<file path="src/logic/probe_detect_pkg.sv">
// package: register map, field layout and codes of the probe presence detector
`default_nettype none
package probe_detect_pkg;

  // -----------------------------------------------------------------
  // register map (byte addresses, one aligned word each)
  // -----------------------------------------------------------------
  localparam int         ADDR_W          = 8;
  localparam int         DATA_W          = 32;
  localparam logic [7:0] OFS_STATUS      = 8'h00;
  localparam logic [7:0] OFS_CONTROL     = 8'h04;
  localparam logic [7:0] OFS_IRQ_STATUS  = 8'h08;
  localparam logic [7:0] OFS_IRQ_CLEAR   = 8'h0C;
  localparam logic [7:0] OFS_IRQ_ENABLE  = 8'h10;

  // -----------------------------------------------------------------
  // field positions and reset values
  // -----------------------------------------------------------------
  localparam int         STS_HP_AVAIL_BIT = 0;
  localparam int         STS_PRESENT_BIT  = 1;
  localparam int         STS_IN_RESET_BIT = 2;
  localparam int         CTL_PAD_LSB      = 0;
  localparam int         PAD_W            = 2;
  localparam logic [1:0] PAD_FUNC_DEBUG   = 2'h0;
  localparam int         EVT_W            = 3;
  localparam logic [2:0] IRQ_EN_RESET     = 3'h0;
  localparam logic       PRESENT_RESET    = 1'b0;

  // -----------------------------------------------------------------
  // debug access level codes
  // -----------------------------------------------------------------
  localparam logic [1:0] access_level_locked    = 2'h0;
  localparam logic [1:0] access_level_nonsecure = 2'h1;
  localparam logic [1:0] access_level_full      = 2'h2;

  // detection events, bit order equals interrupt bit order
  typedef struct packed {
    logic hp_lost;
    logic hot;
    logic cold;
  } detect_evt_s;

  // access granted to the probe
  typedef struct packed {
    logic full;
    logic nonsecure;
    logic bootrom_only;
  } access_grant_s;

  // hot-plug detector states
  typedef enum logic [2:0] {
    HP_HELD   = 3'h1,
    HP_ARMED  = 3'h2,
    HP_LOCKED = 3'h4
  } hp_state_e;

endpackage
`default_nettype wire

</file>
<file path="src/logic/probe_detect.sv">
// module: debug probe presence detector with access level gating
// -------------------------------------------------------------------
// Summary of operation
// - cold-plug flagged on reset extension during reset
// - hot-plug detector held cleared during any reset
// - hot-plug registered on serial clock falling edge
// - pad reassigned disables hot-plug until reset
// - readable bit shows hot-plug availability
// - either detection sets debugger present bit
// - locked access level suppresses hot-plug detection
// - detection inactive until power-on reset released
// - full level unrestricted, locked level boot only
// - level two secure, level one non-secure only
// -------------------------------------------------------------------
`default_nettype none
module probe_detect (
  // clock and power-on reset
  input  wire logic        SYS_CLK_I,
  input  wire logic        RSTN_I,
  // pins from the probe side
  input  wire logic        SWCLK_I,
  input  wire logic        EXT_RSTN_I,
  // reset controller and fuses
  input  wire logic        CPU_RST_EXT_REQ_I,
  input  wire logic [1:0]  DEBUG_ACCESS_LEVEL_I,
  // register port
  input  wire logic [7:0]  ADDR_I,
  input  wire logic [31:0] WDATA_I,
  input  wire logic        WR_I,
  input  wire logic        RD_I,
  output logic      [31:0] RDATA_O,
  // results
  output logic             HOT_PLUG_AVAILABLE_O,
  output logic             DEBUGGER_PRESENT_O,
  output logic [1:0]       PAD_FUNC_O,
  output logic             ACCESS_FULL_O,
  output logic             ACCESS_NONSECURE_O,
  output logic             ACCESS_BOOTROM_ONLY_O,
  output logic             IRQ_O
);

  // -----------------------------------------------------------------
  // pin synchronisation
  // -----------------------------------------------------------------
  logic [1:0] pins_s;
  logic       swclk_s;
  logic       in_reset;

  // external reset starts asserted so no edge leaks before it settles
  pin_sync #(
    .WIDTH     (2),
    .RESET_VAL (2'h1)
  ) u_pin_sync (
    .clk_i   (SYS_CLK_I),
    .rstn_i  (RSTN_I),
    .async_i ({EXT_RSTN_I, SWCLK_I}),
    .sync_o  (pins_s)
  );

  assign swclk_s  = pins_s[0];
  assign in_reset = ~pins_s[1];

  // -----------------------------------------------------------------
  // registers and state
  // -----------------------------------------------------------------
  probe_detect_pkg::hp_state_e     hp_state_reg;
  probe_detect_pkg::hp_state_e     hp_state_next;
  logic                            sw_prev_reg;
  logic                            sw_prev_next;
  logic                            present_reg;
  logic                            present_next;
  logic [1:0]                      pad_reg;
  logic [1:0]                      pad_next;
  logic [31:0]                     rdata_reg;
  logic [31:0]                     rdata_next;
  probe_detect_pkg::access_grant_s grant_reg;
  probe_detect_pkg::access_grant_s grant_next;
  probe_detect_pkg::detect_evt_s   evt;
  logic                            sw_fall;
  logic                            pad_moved;
  logic                            level_locked;
  logic                            hp_avail;
  logic [2:0]                      irq_sts;
  logic [2:0]                      irq_en;

  // decode of the access level into grants
  function automatic probe_detect_pkg::access_grant_s grant_of(input logic [1:0] level);
    probe_detect_pkg::access_grant_s g;
    g = '0;
    if (level == probe_detect_pkg::access_level_full)
      g.full = 1'b1;
    else if (level == probe_detect_pkg::access_level_nonsecure)
      g.nonsecure = 1'b1;
    else
      g.bootrom_only = 1'b1;
    return g;
  endfunction

  // -----------------------------------------------------------------
  // detection logic
  // -----------------------------------------------------------------
  // only code 0 stops hot-plug; code 3 is boot-only in the grants,
  // which keeps an unknown fuse value on the safe side for memory access
  assign level_locked = (DEBUG_ACCESS_LEVEL_I == probe_detect_pkg::access_level_locked);
  assign pad_moved  = (pad_reg != probe_detect_pkg::PAD_FUNC_DEBUG);
  assign sw_fall    = sw_prev_reg & ~swclk_s;
  assign hp_avail   = (hp_state_reg == probe_detect_pkg::HP_ARMED);

  // detection events of this cycle
  always_comb
  begin
    evt      = '0;
    evt.cold = in_reset & CPU_RST_EXT_REQ_I;
    evt.hot  = hp_avail & sw_fall & ~in_reset
             & ~pad_moved & ~level_locked;
    evt.hp_lost = hp_avail & ~in_reset & (pad_moved | level_locked);
  end

  // hot-plug detector, cleared by reset, locked by pad or level
  always_comb
  begin
    hp_state_next = hp_state_reg;
    sw_prev_next  = swclk_s;
    unique case (hp_state_reg)
      probe_detect_pkg::HP_HELD:
      begin
        if (!in_reset)
          hp_state_next = (pad_moved | level_locked) ? probe_detect_pkg::HP_LOCKED
                                                   : probe_detect_pkg::HP_ARMED;
      end
      probe_detect_pkg::HP_ARMED:
      begin
        if (in_reset)
          hp_state_next = probe_detect_pkg::HP_HELD;
        else if (pad_moved | level_locked)
          hp_state_next = probe_detect_pkg::HP_LOCKED;
      end
      probe_detect_pkg::HP_LOCKED:
      begin
        if (in_reset)
          hp_state_next = probe_detect_pkg::HP_HELD;
      end
      default:
        hp_state_next = probe_detect_pkg::HP_HELD;
    endcase
  end

  // debugger present is sticky until power-on reset only, so a
  // cold-plug caught during external reset outlives that reset
  always_comb
  begin
    present_next = present_reg | evt.cold | evt.hot;
    grant_next   = grant_of(DEBUG_ACCESS_LEVEL_I);
  end

  // pad function: external reset restores the debug function
  always_comb
  begin
    pad_next = pad_reg;
    if (in_reset)
      pad_next = probe_detect_pkg::PAD_FUNC_DEBUG;
    else if (WR_I && ADDR_I == probe_detect_pkg::OFS_CONTROL)
      pad_next = WDATA_I[probe_detect_pkg::CTL_PAD_LSB +: probe_detect_pkg::PAD_W];
  end

  // -----------------------------------------------------------------
  // register read path
  // -----------------------------------------------------------------
  // read data lives for one cycle after the strobe, zero otherwise
  always_comb
  begin
    rdata_next = '0;
    if (RD_I)
    begin
      unique case (ADDR_I)
        probe_detect_pkg::OFS_STATUS:
        begin
          rdata_next[probe_detect_pkg::STS_HP_AVAIL_BIT] = hp_avail;
          rdata_next[probe_detect_pkg::STS_PRESENT_BIT]  = present_reg;
          rdata_next[probe_detect_pkg::STS_IN_RESET_BIT] = in_reset;
        end
        probe_detect_pkg::OFS_CONTROL:
          rdata_next[probe_detect_pkg::CTL_PAD_LSB +: probe_detect_pkg::PAD_W] = pad_reg;
        probe_detect_pkg::OFS_IRQ_STATUS:
          rdata_next[probe_detect_pkg::EVT_W-1:0] = irq_sts;
        probe_detect_pkg::OFS_IRQ_ENABLE:
          rdata_next[probe_detect_pkg::EVT_W-1:0] = irq_en;
        default:
          rdata_next = '0;
      endcase
    end
  end

  // power-on reset clears everything here except sw_prev_reg, which it sets high; external reset also resets the detector state and pad
  always_ff @(posedge SYS_CLK_I or negedge RSTN_I)
  begin
    if (!RSTN_I)
    begin
      hp_state_reg <= probe_detect_pkg::HP_HELD;
      sw_prev_reg  <= 1'b1;
      present_reg  <= probe_detect_pkg::PRESENT_RESET;
      pad_reg      <= probe_detect_pkg::PAD_FUNC_DEBUG;
      rdata_reg    <= '0;
      grant_reg    <= '0;
    end
    else
    begin
      hp_state_reg <= hp_state_next;
      sw_prev_reg  <= sw_prev_next;
      present_reg  <= present_next;
      pad_reg      <= pad_next;
      rdata_reg    <= rdata_next;
      grant_reg    <= grant_next;
    end
  end

  // -----------------------------------------------------------------
  // interrupt status
  // -----------------------------------------------------------------
  irq_status u_irq (
    .clk_i    (SYS_CLK_I),
    .rstn_i   (RSTN_I),
    .evt_i    (evt),
    .clr_wr_i (WR_I && ADDR_I == probe_detect_pkg::OFS_IRQ_CLEAR),
    .en_wr_i  (WR_I && ADDR_I == probe_detect_pkg::OFS_IRQ_ENABLE),
    .wdata_i  (WDATA_I[probe_detect_pkg::EVT_W-1:0]),
    .status_o (irq_sts),
    .enable_o (irq_en),
    .irq_o    (IRQ_O)
  );

  // -----------------------------------------------------------------
  // outputs
  // -----------------------------------------------------------------
  assign RDATA_O               = rdata_reg;
  assign HOT_PLUG_AVAILABLE_O  = hp_avail;
  assign DEBUGGER_PRESENT_O    = present_reg;
  assign PAD_FUNC_O            = pad_reg;
  assign ACCESS_FULL_O         = grant_reg.full;
  assign ACCESS_NONSECURE_O    = grant_reg.nonsecure;
  assign ACCESS_BOOTROM_ONLY_O = grant_reg.bootrom_only;
endmodule
`default_nettype wire

</file>
<file path="src/logic/pin_sync.sv">
// module: two-stage synchroniser for asynchronous pin levels
`default_nettype none
module pin_sync #(
  parameter int               WIDTH     = 1,
  parameter logic [WIDTH-1:0] RESET_VAL = '0
) (
  // clock and reset
  input  wire logic             clk_i,
  input  wire logic             rstn_i,
  // levels
  input  wire logic [WIDTH-1:0] async_i,
  output logic      [WIDTH-1:0] sync_o
);

  logic [WIDTH-1:0] meta_reg;
  logic [WIDTH-1:0] meta_next;
  logic [WIDTH-1:0] sync_reg;
  logic [WIDTH-1:0] sync_next;

  // first stage is read only by the second stage
  always_comb
  begin
    meta_next = async_i;
    sync_next = meta_reg;
  end

  always_ff @(posedge clk_i or negedge rstn_i)
  begin
    if (!rstn_i)
    begin
      meta_reg <= RESET_VAL;
      sync_reg <= RESET_VAL;
    end
    else
    begin
      meta_reg <= meta_next;
      sync_reg <= sync_next;
    end
  end

  assign sync_o = sync_reg;

endmodule
`default_nettype wire

</file>
<file path="src/logic/irq_status.sv">
// module: sticky event status, write-one-to-clear and enable mask
`default_nettype none
module irq_status (
  // clock and reset
  input  wire logic                             clk_i,
  input  wire logic                             rstn_i,
  // events from the detector
  input  wire probe_detect_pkg::detect_evt_s    evt_i,
  // software access
  input  wire logic                             clr_wr_i,
  input  wire logic                             en_wr_i,
  input  wire logic [probe_detect_pkg::EVT_W-1:0] wdata_i,
  // state
  output logic      [probe_detect_pkg::EVT_W-1:0] status_o,
  output logic      [probe_detect_pkg::EVT_W-1:0] enable_o,
  output logic                                  irq_o
);

  logic [probe_detect_pkg::EVT_W-1:0] status_reg;
  logic [probe_detect_pkg::EVT_W-1:0] status_next;
  logic [probe_detect_pkg::EVT_W-1:0] enable_reg;
  logic [probe_detect_pkg::EVT_W-1:0] enable_next;

  // set wins over clear so an event in the clearing cycle survives
  always_comb
  begin
    status_next = status_reg;
    if (clr_wr_i)
      status_next = status_reg & ~wdata_i;
    status_next = status_next | evt_i;
    enable_next = en_wr_i ? wdata_i : enable_reg;
  end

  always_ff @(posedge clk_i or negedge rstn_i)
  begin
    if (!rstn_i)
    begin
      status_reg <= '0;
      enable_reg <= probe_detect_pkg::IRQ_EN_RESET;
    end
    else
    begin
      status_reg <= status_next;
      enable_reg <= enable_next;
    end
  end

  assign status_o = status_reg;
  assign enable_o = enable_reg;
  assign irq_o    = |(status_reg & enable_reg);

endmodule
`default_nettype wire

</file>
<file path="config.mk">
export PLATFORM = sky130hd
export DESIGN_NAME = probe_detect
export DESIGN_NICKNAME = d
export VERILOG_FILES = /design/src/logic/probe_detect_pkg.sv /design/src/logic/probe_detect.sv /design/src/logic/pin_sync.sv /design/src/logic/irq_status.sv
export SDC_FILE = /design/constraint.sdc
export NUM_CORES = 1
export LEC_CHECK = 0
export BUFFER_PORTS_ARGS = -buffer_cell sky130_fd_sc_hd__buf_2
export CAP_MARGIN = 5
export CORE_MARGIN = 3
export CORE_UTILIZATION = 41
export DETAILED_ROUTE_END_ITERATION = 6
export PLACE_DENSITY = 0.8
export RECOVER_POWER = 100
export SLEW_MARGIN = 25
export SYNTH_ARGS = -nofsm -noshare
export SYNTH_HDL_FRONTEND = slang
export SYNTH_HIERARCHICAL = 1
export SYNTH_SLANG_ARGS = --single-unit
</file>
<file path="constraint.sdc">
create_clock -name SYS_CLK_I -period 1.5 [get_ports SYS_CLK_I]
set_clock_uncertainty 0.05 [all_clocks]
set_input_delay 0.3 -clock SYS_CLK_I [delete_from_list [all_inputs] [get_ports SYS_CLK_I]]
set_output_delay 0.3 -clock SYS_CLK_I [all_outputs]
set_load 0.02 [all_outputs]
</file>
# == After elaboration in Yosys (flattened, before gate mapping) ==
# Index checks and enable logic that the tools add are counted.
# totals
reg_bits,23
latch_bits,0
ramBits,0
rom_bits,0
out_inout_bits,40
n_memories,0
# op_classes
addsub,0
n_mul,0
div,0
n_lt_le_gt_ge,0
n_eq_ne,13
shifts,0
mux,16
bitwise_logic,19
reduce_logical,8
# op_table
operator,count
$mux W3,7
$eq A8 B4 Y1 const B,2
$pmux W3 S3,1
$and A1 B1 Y1,8
$eq A8 B3 Y1 const B,1
$eq A8 B5 Y1 const B,1
$logic_not A8 Y1,1
$pmux W2 S4,1
$and A3 B3 Y3,2
$mux W2,3
$ne A2 B2 Y1 const B,2
$not A1 Y1,4
$eq A3 B1 Y1 const B,1
$eq A3 B2 Y1 const B,1
$eq A3 B3 Y1 const B,1
$logic_and A1 B1 Y1,3
$mux W1,3
$ne A3 B3 Y1 const B,1
$not A3 Y3,1
$or A1 B1 Y1,3
$or A3 B3 Y3,1
$pmux W1 S3,1
$reduce_and A3 Y1,1
$reduce_or A3 Y1,1
other kinds (5),5

# == Logic depth before layout (Yosys ltp) ==
# depth
word_depth,7
mapped_depth,5

# == By module ==
# Netlist, hierarchy kept.
# by_module_without_submodules
module,n_inst,cells_per_inst,area_each_um2,seq_area_each_um2
probe_detect,1,99,957.2,327.8
irq_status,1,17,231.5,150.1
pin_sync,1,4,102.6,102.6

# == Worst setup path after synthesis ==
# Ideal clock, no wire load.
# synth_path
path_type,input -> register
from,in ADDR_I[5]
to,"reg u_irq.enable_reg, in the netlist u_irq/enable_o[1]"
setup_time_ns,0.125
arrival_time_ns,1.384
required_time_ns,1.325
setup_slack_ns,-0.059
path_stages,4
path_cell_list,nor3_1 -> nand2_1 -> nor4_1 -> mux2_2
# synth_via
elab_chain_len,2
# synth_lines
element,line_no,rtl
start: declaration,probe_detect.sv:27,"input wire logic [7:0] ADDR_I,"
$eq A8 B5 Y1,probe_detect.sv:225,".en_wr_i (WR_I && ADDR_I == probe_detect_pkg::OFS_IRQ_ENABLE),"
$logic_and A1 B1 Y1,probe_detect.sv:225,
end signal: assignment,irq_status.sv:39,enable_reg <= probe_detect_pkg::IRQ_EN_RESET;
end signal: assignment,irq_status.sv:44,enable_reg <= enable_next;
end: declaration,irq_status.sv:21,logic [probe_detect_pkg::EVT_W-1:0] enable_reg;
# No other way between the ends.
# A chain may end at the register's enable or synchronous reset.

# == Worst setup path after layout ==
# layout_path
from,"reg u_irq.enable_reg, in the netlist u_irq/enable_o[0]"
to,out IRQ_O
# layout_via
elab_chain_len,2
# layout_lines
element,line_no,rtl
$and A3 B3 Y3,irq_status.sv:50,assign irq_o = |(status_reg & enable_reg);
$reduce_or A3 Y1,irq_status.sv:50,
end: declaration,probe_detect.sv:39,output logic IRQ_O
# No other way between the ends.

==> impl_metrics.yaml <==
clock_network:
  cts_sinks: 23
  cts_tree: "yes"
  cts_max_path_buffers: 2
  insertion_delay_ns: 0.31
  h-tree-depth: 1
  cts.clk_slew.worst_paths_ns: 0.13
  cts_buffers: 3
  root_buffer: "clkbuf_4"
placed_design:
  port_buffers: 30
  dp.final_hpwl_um: 2096
  placed_area_um2: 1460
  globalplace.congestion: 0.8608
  place_ws_ns: -0.1775
power_and_ir_drop:
  p_sw_uw: 453.7
  p_per_area_nw_per_um2: 927.7
  intPower_uw: 965.9
  seqPwrFrac: 0.523
  comb_power_share: 0.269
  vdd_drop_max_mv: 0.6449
  leakage_uw: 0.0007693
  switching_share: 0.3196
  clock_power_share: 0.208
  design_power_total_uw: 1420
route:
  wl_um: 2640
  drtAntennaViolNets: 0
  drcViolationCount: 0
  wire_per_inst_um: 12.39
  dr.pass1.iters: 4
  vias: 965
  vias_per_cell: 4.531
  drt_iter0_markers: 31
synthesis:
  synth_edf_count: 0
  synthDominantCellAreaShare: 0.3682
  synth.most_common_cell: "buf_4"
  avgSynthCellArea_um2: 10.76
  ys_warn_count: 6
  yosys_register_bits: 23
  yosys.area.top_type: "dfrtp_1"
  synth_cells: 120
  syn_area_um2: 1291
  synthDistinctLibCells: 36
  yosys_most_used_dff: "dfrtp_1"
  yosysSeqAreaShare: 0.4496
  synth.area.top_cells: "dfrtp_1 (37%), buf_4 (17%), dfstp_2 (8.1%), nand2_1 (3.8%), nor4b_4 (3.7%)"
  async_flop_share: 1.000
  ys_top_cells_by_count: "buf_4 (29), dfrtp_1 (19), nand2_1 (13), inv_1 (5), nor2_1 (5)"
critical_path:
  worstPathRequired_ns: 1.15
  endpoint_kind: "primary output"
  critical_path_arrival_ns: 1.31
  path_class: "flip-flop to primary output"
  crit_fanout: 2
  startpoint_type: "flip-flop"
global_route:
  first_global_vias: 976
  grt_pass1_wl_um: 4450
  track_usage: 0.1430
  antenna_found_initial: 0
  gr-total-overflow: 0
  grt_max_degree: 24
run:
  cap_violations: 0
timing:
  rsz0062_at_grt: "yes"
  tightest_slew_ns: 0.5518
  finalCritPeriodShare: 1.104
  hold_viol: 0
  timing.slew.headroom: 0.6321
  period_minus_slack_ns: 1.656
  fmax_mhz: 603.7
  finalSetupViolations: 2
  finalWorstSetupSlack_ns: -0.1564
  final.setup.tns_ns: -0.1668
  slew_viol_final: 0
cells_and_area:
  fill_cells: 268
  n_antenna_cell: 0
  fin_nets: 224
  final_cell_area_um2: 1530
  layout-drive-gt1-share: 0.2807
  area_growth_pct: 18.51
die:
  fp.dieArea_um2: 3859
  coreArea_um2: 2877
  die_y_um: 62.12
  die_w_um: 62.12
  row_count: 19
  start_util: 0.4489
  ios: 89
hold_path:
  worst_hold_path_type: "input pin to flip-flop"
run_status:
  violations: "negative setup slack"
  outcome: "finished with violations"
## logic make-up (layout without fill, tap and decap cells)
group / count (synthesis) / count (layout) / share of synthesized area
AOI/OAI and AO/OA: 12 / 12 / 0.07946
xor gates and xnor gates: 1 / 1 / 0.006784
adders and majority gates: 3 / 3 / 0.02907
buffers and inverters: 36 / 59 / 0.1909
DFF: 23 / 23 / 0.4496
muxes: 6 / 6 / 0.05329
other: 1 / 29 / 0.002904
and+or+nand+nor: 38 / 38 / 0.1880
## layer usage
metal | part of all wire | vias up | track usage
li1 | - | 448 | -
met1 | 0.38 | 457 | 0.1712
met2 | 0.50 | 50 | 0.2298
met3 | 0.083 | 10 | 0.03964
met4 | 0.032 | 0 | 0.08287
met5 | 0 | - | 0
## stage by stage
step | cells | utilization | hold slack, ns
finish | 213 | 0.5320 | 0.1825
global route | 213 | 0.5320 | 0.1724
CTS | 210 | 0.5411 | 0.002057
detailed placement | 200 | 0.5076 | 0.2426
global placement | 200 | 0.5076 | 0.2282
floorplan | 148 | - | -0.04559
## path summary, 6_finish.rpt
kind / from / to / slack (ns) / cells after the start
max: u_irq/enable_o[0]$_DFFE_PN0P_ / IRQ_O / -0.16 / 3
min: WDATA_I[2] / u_irq/enable_o[2]$_DFFE_PN0P_ / 0.18 / 2
max reg2reg: hp_state_reg[0]$_DFFE_PN1P_ / DEBUGGER_PRESENT_O$_DFF_PN0_ / 0.02 / 4
min reg2reg: u_pin_sync/meta_reg[0]$_DFF_PN1_ / u_pin_sync/sync_o[0]$_DFF_PN1_ / 0.32 / 0
max in group asynchronous: RSTN_I / sw_prev_reg$_DFF_PN1_ / 0.60 / 2
min in group asynchronous: RSTN_I / PAD_FUNC_O[1]$_DFFE_PN0P_ / 0.43 / 2
## layout by cell type, fill, tap and decap left out, types with 2 or more instances in the layout
cell / netlist / routed
a21o_1: 3 / 3
nand3_1: 1 / 2
o21ai_0: 2 / 2
inv_1: 5 / 5
and3_1: 2 / 2
nor2_1: 5 / 5
nor2b_1: 3 / 3
ha_1: 3 / 3
clkbuf_4: 0 / 5
mux2_2: 2 / 2
nand2_1: 13 / 13
buf_4: 29 / 13
a221oi_1: 2 / 3
mux2i_1: 2 / 2
conb_1: 1 / 29
clkbuf_1: 0 / 13
buf_6: 0 / 3
dfstp_1: 0 / 2
dlygate4sd3_1: 0 / 3
dfstp_2: 4 / 2
dfrtp_1: 19 / 19
buf_2: 2 / 15
nor3_1: 3 / 3
## power by group through the flow
stage	Combinational [µW]	Clock, µW	Sequential [µW]
after detailed placement	312	0	771
after global placement	295	0	764
final	382	295	743
after floorplan	262	0	758
after CTS	373	306	759
after global routing	418	345	753
## what timing repair did
item	in CTS	in global routing
hold buffers	1	2
endpoints found under the hold margin	19	2
pin swaps	2	3
setup buffers	5	1
resized for setup	5	1
setup endpoints to repair	2	3
## worst max-delay path, stage by stage, from the launching register on
cell and delay [ns]:
dfrtp_1 0.41, a222oi_1 0.35, inv_1 0.09, buf_6 0.14
## final cells by class
| type | count | area [µm²] | share of cell area |
|---|---|---|---|
| clock buffers | 3 | 22.52 | 0.01472 |
| clock inverters | 1 | 7.507 | 0.004906 |
| inverters | 5 | 18.77 | 0.01226 |
| multi-input cells | 89 | 543.0 | 0.3549 |
| flip-flops and latches | 23 | 580.6 | 0.3794 |
| well taps | 42 | 52.55 | 0.03434 |
| repair buffers | 50 | 305.3 | 0.1995 |
Note: power is estimated with default switching activity, not from simulation.
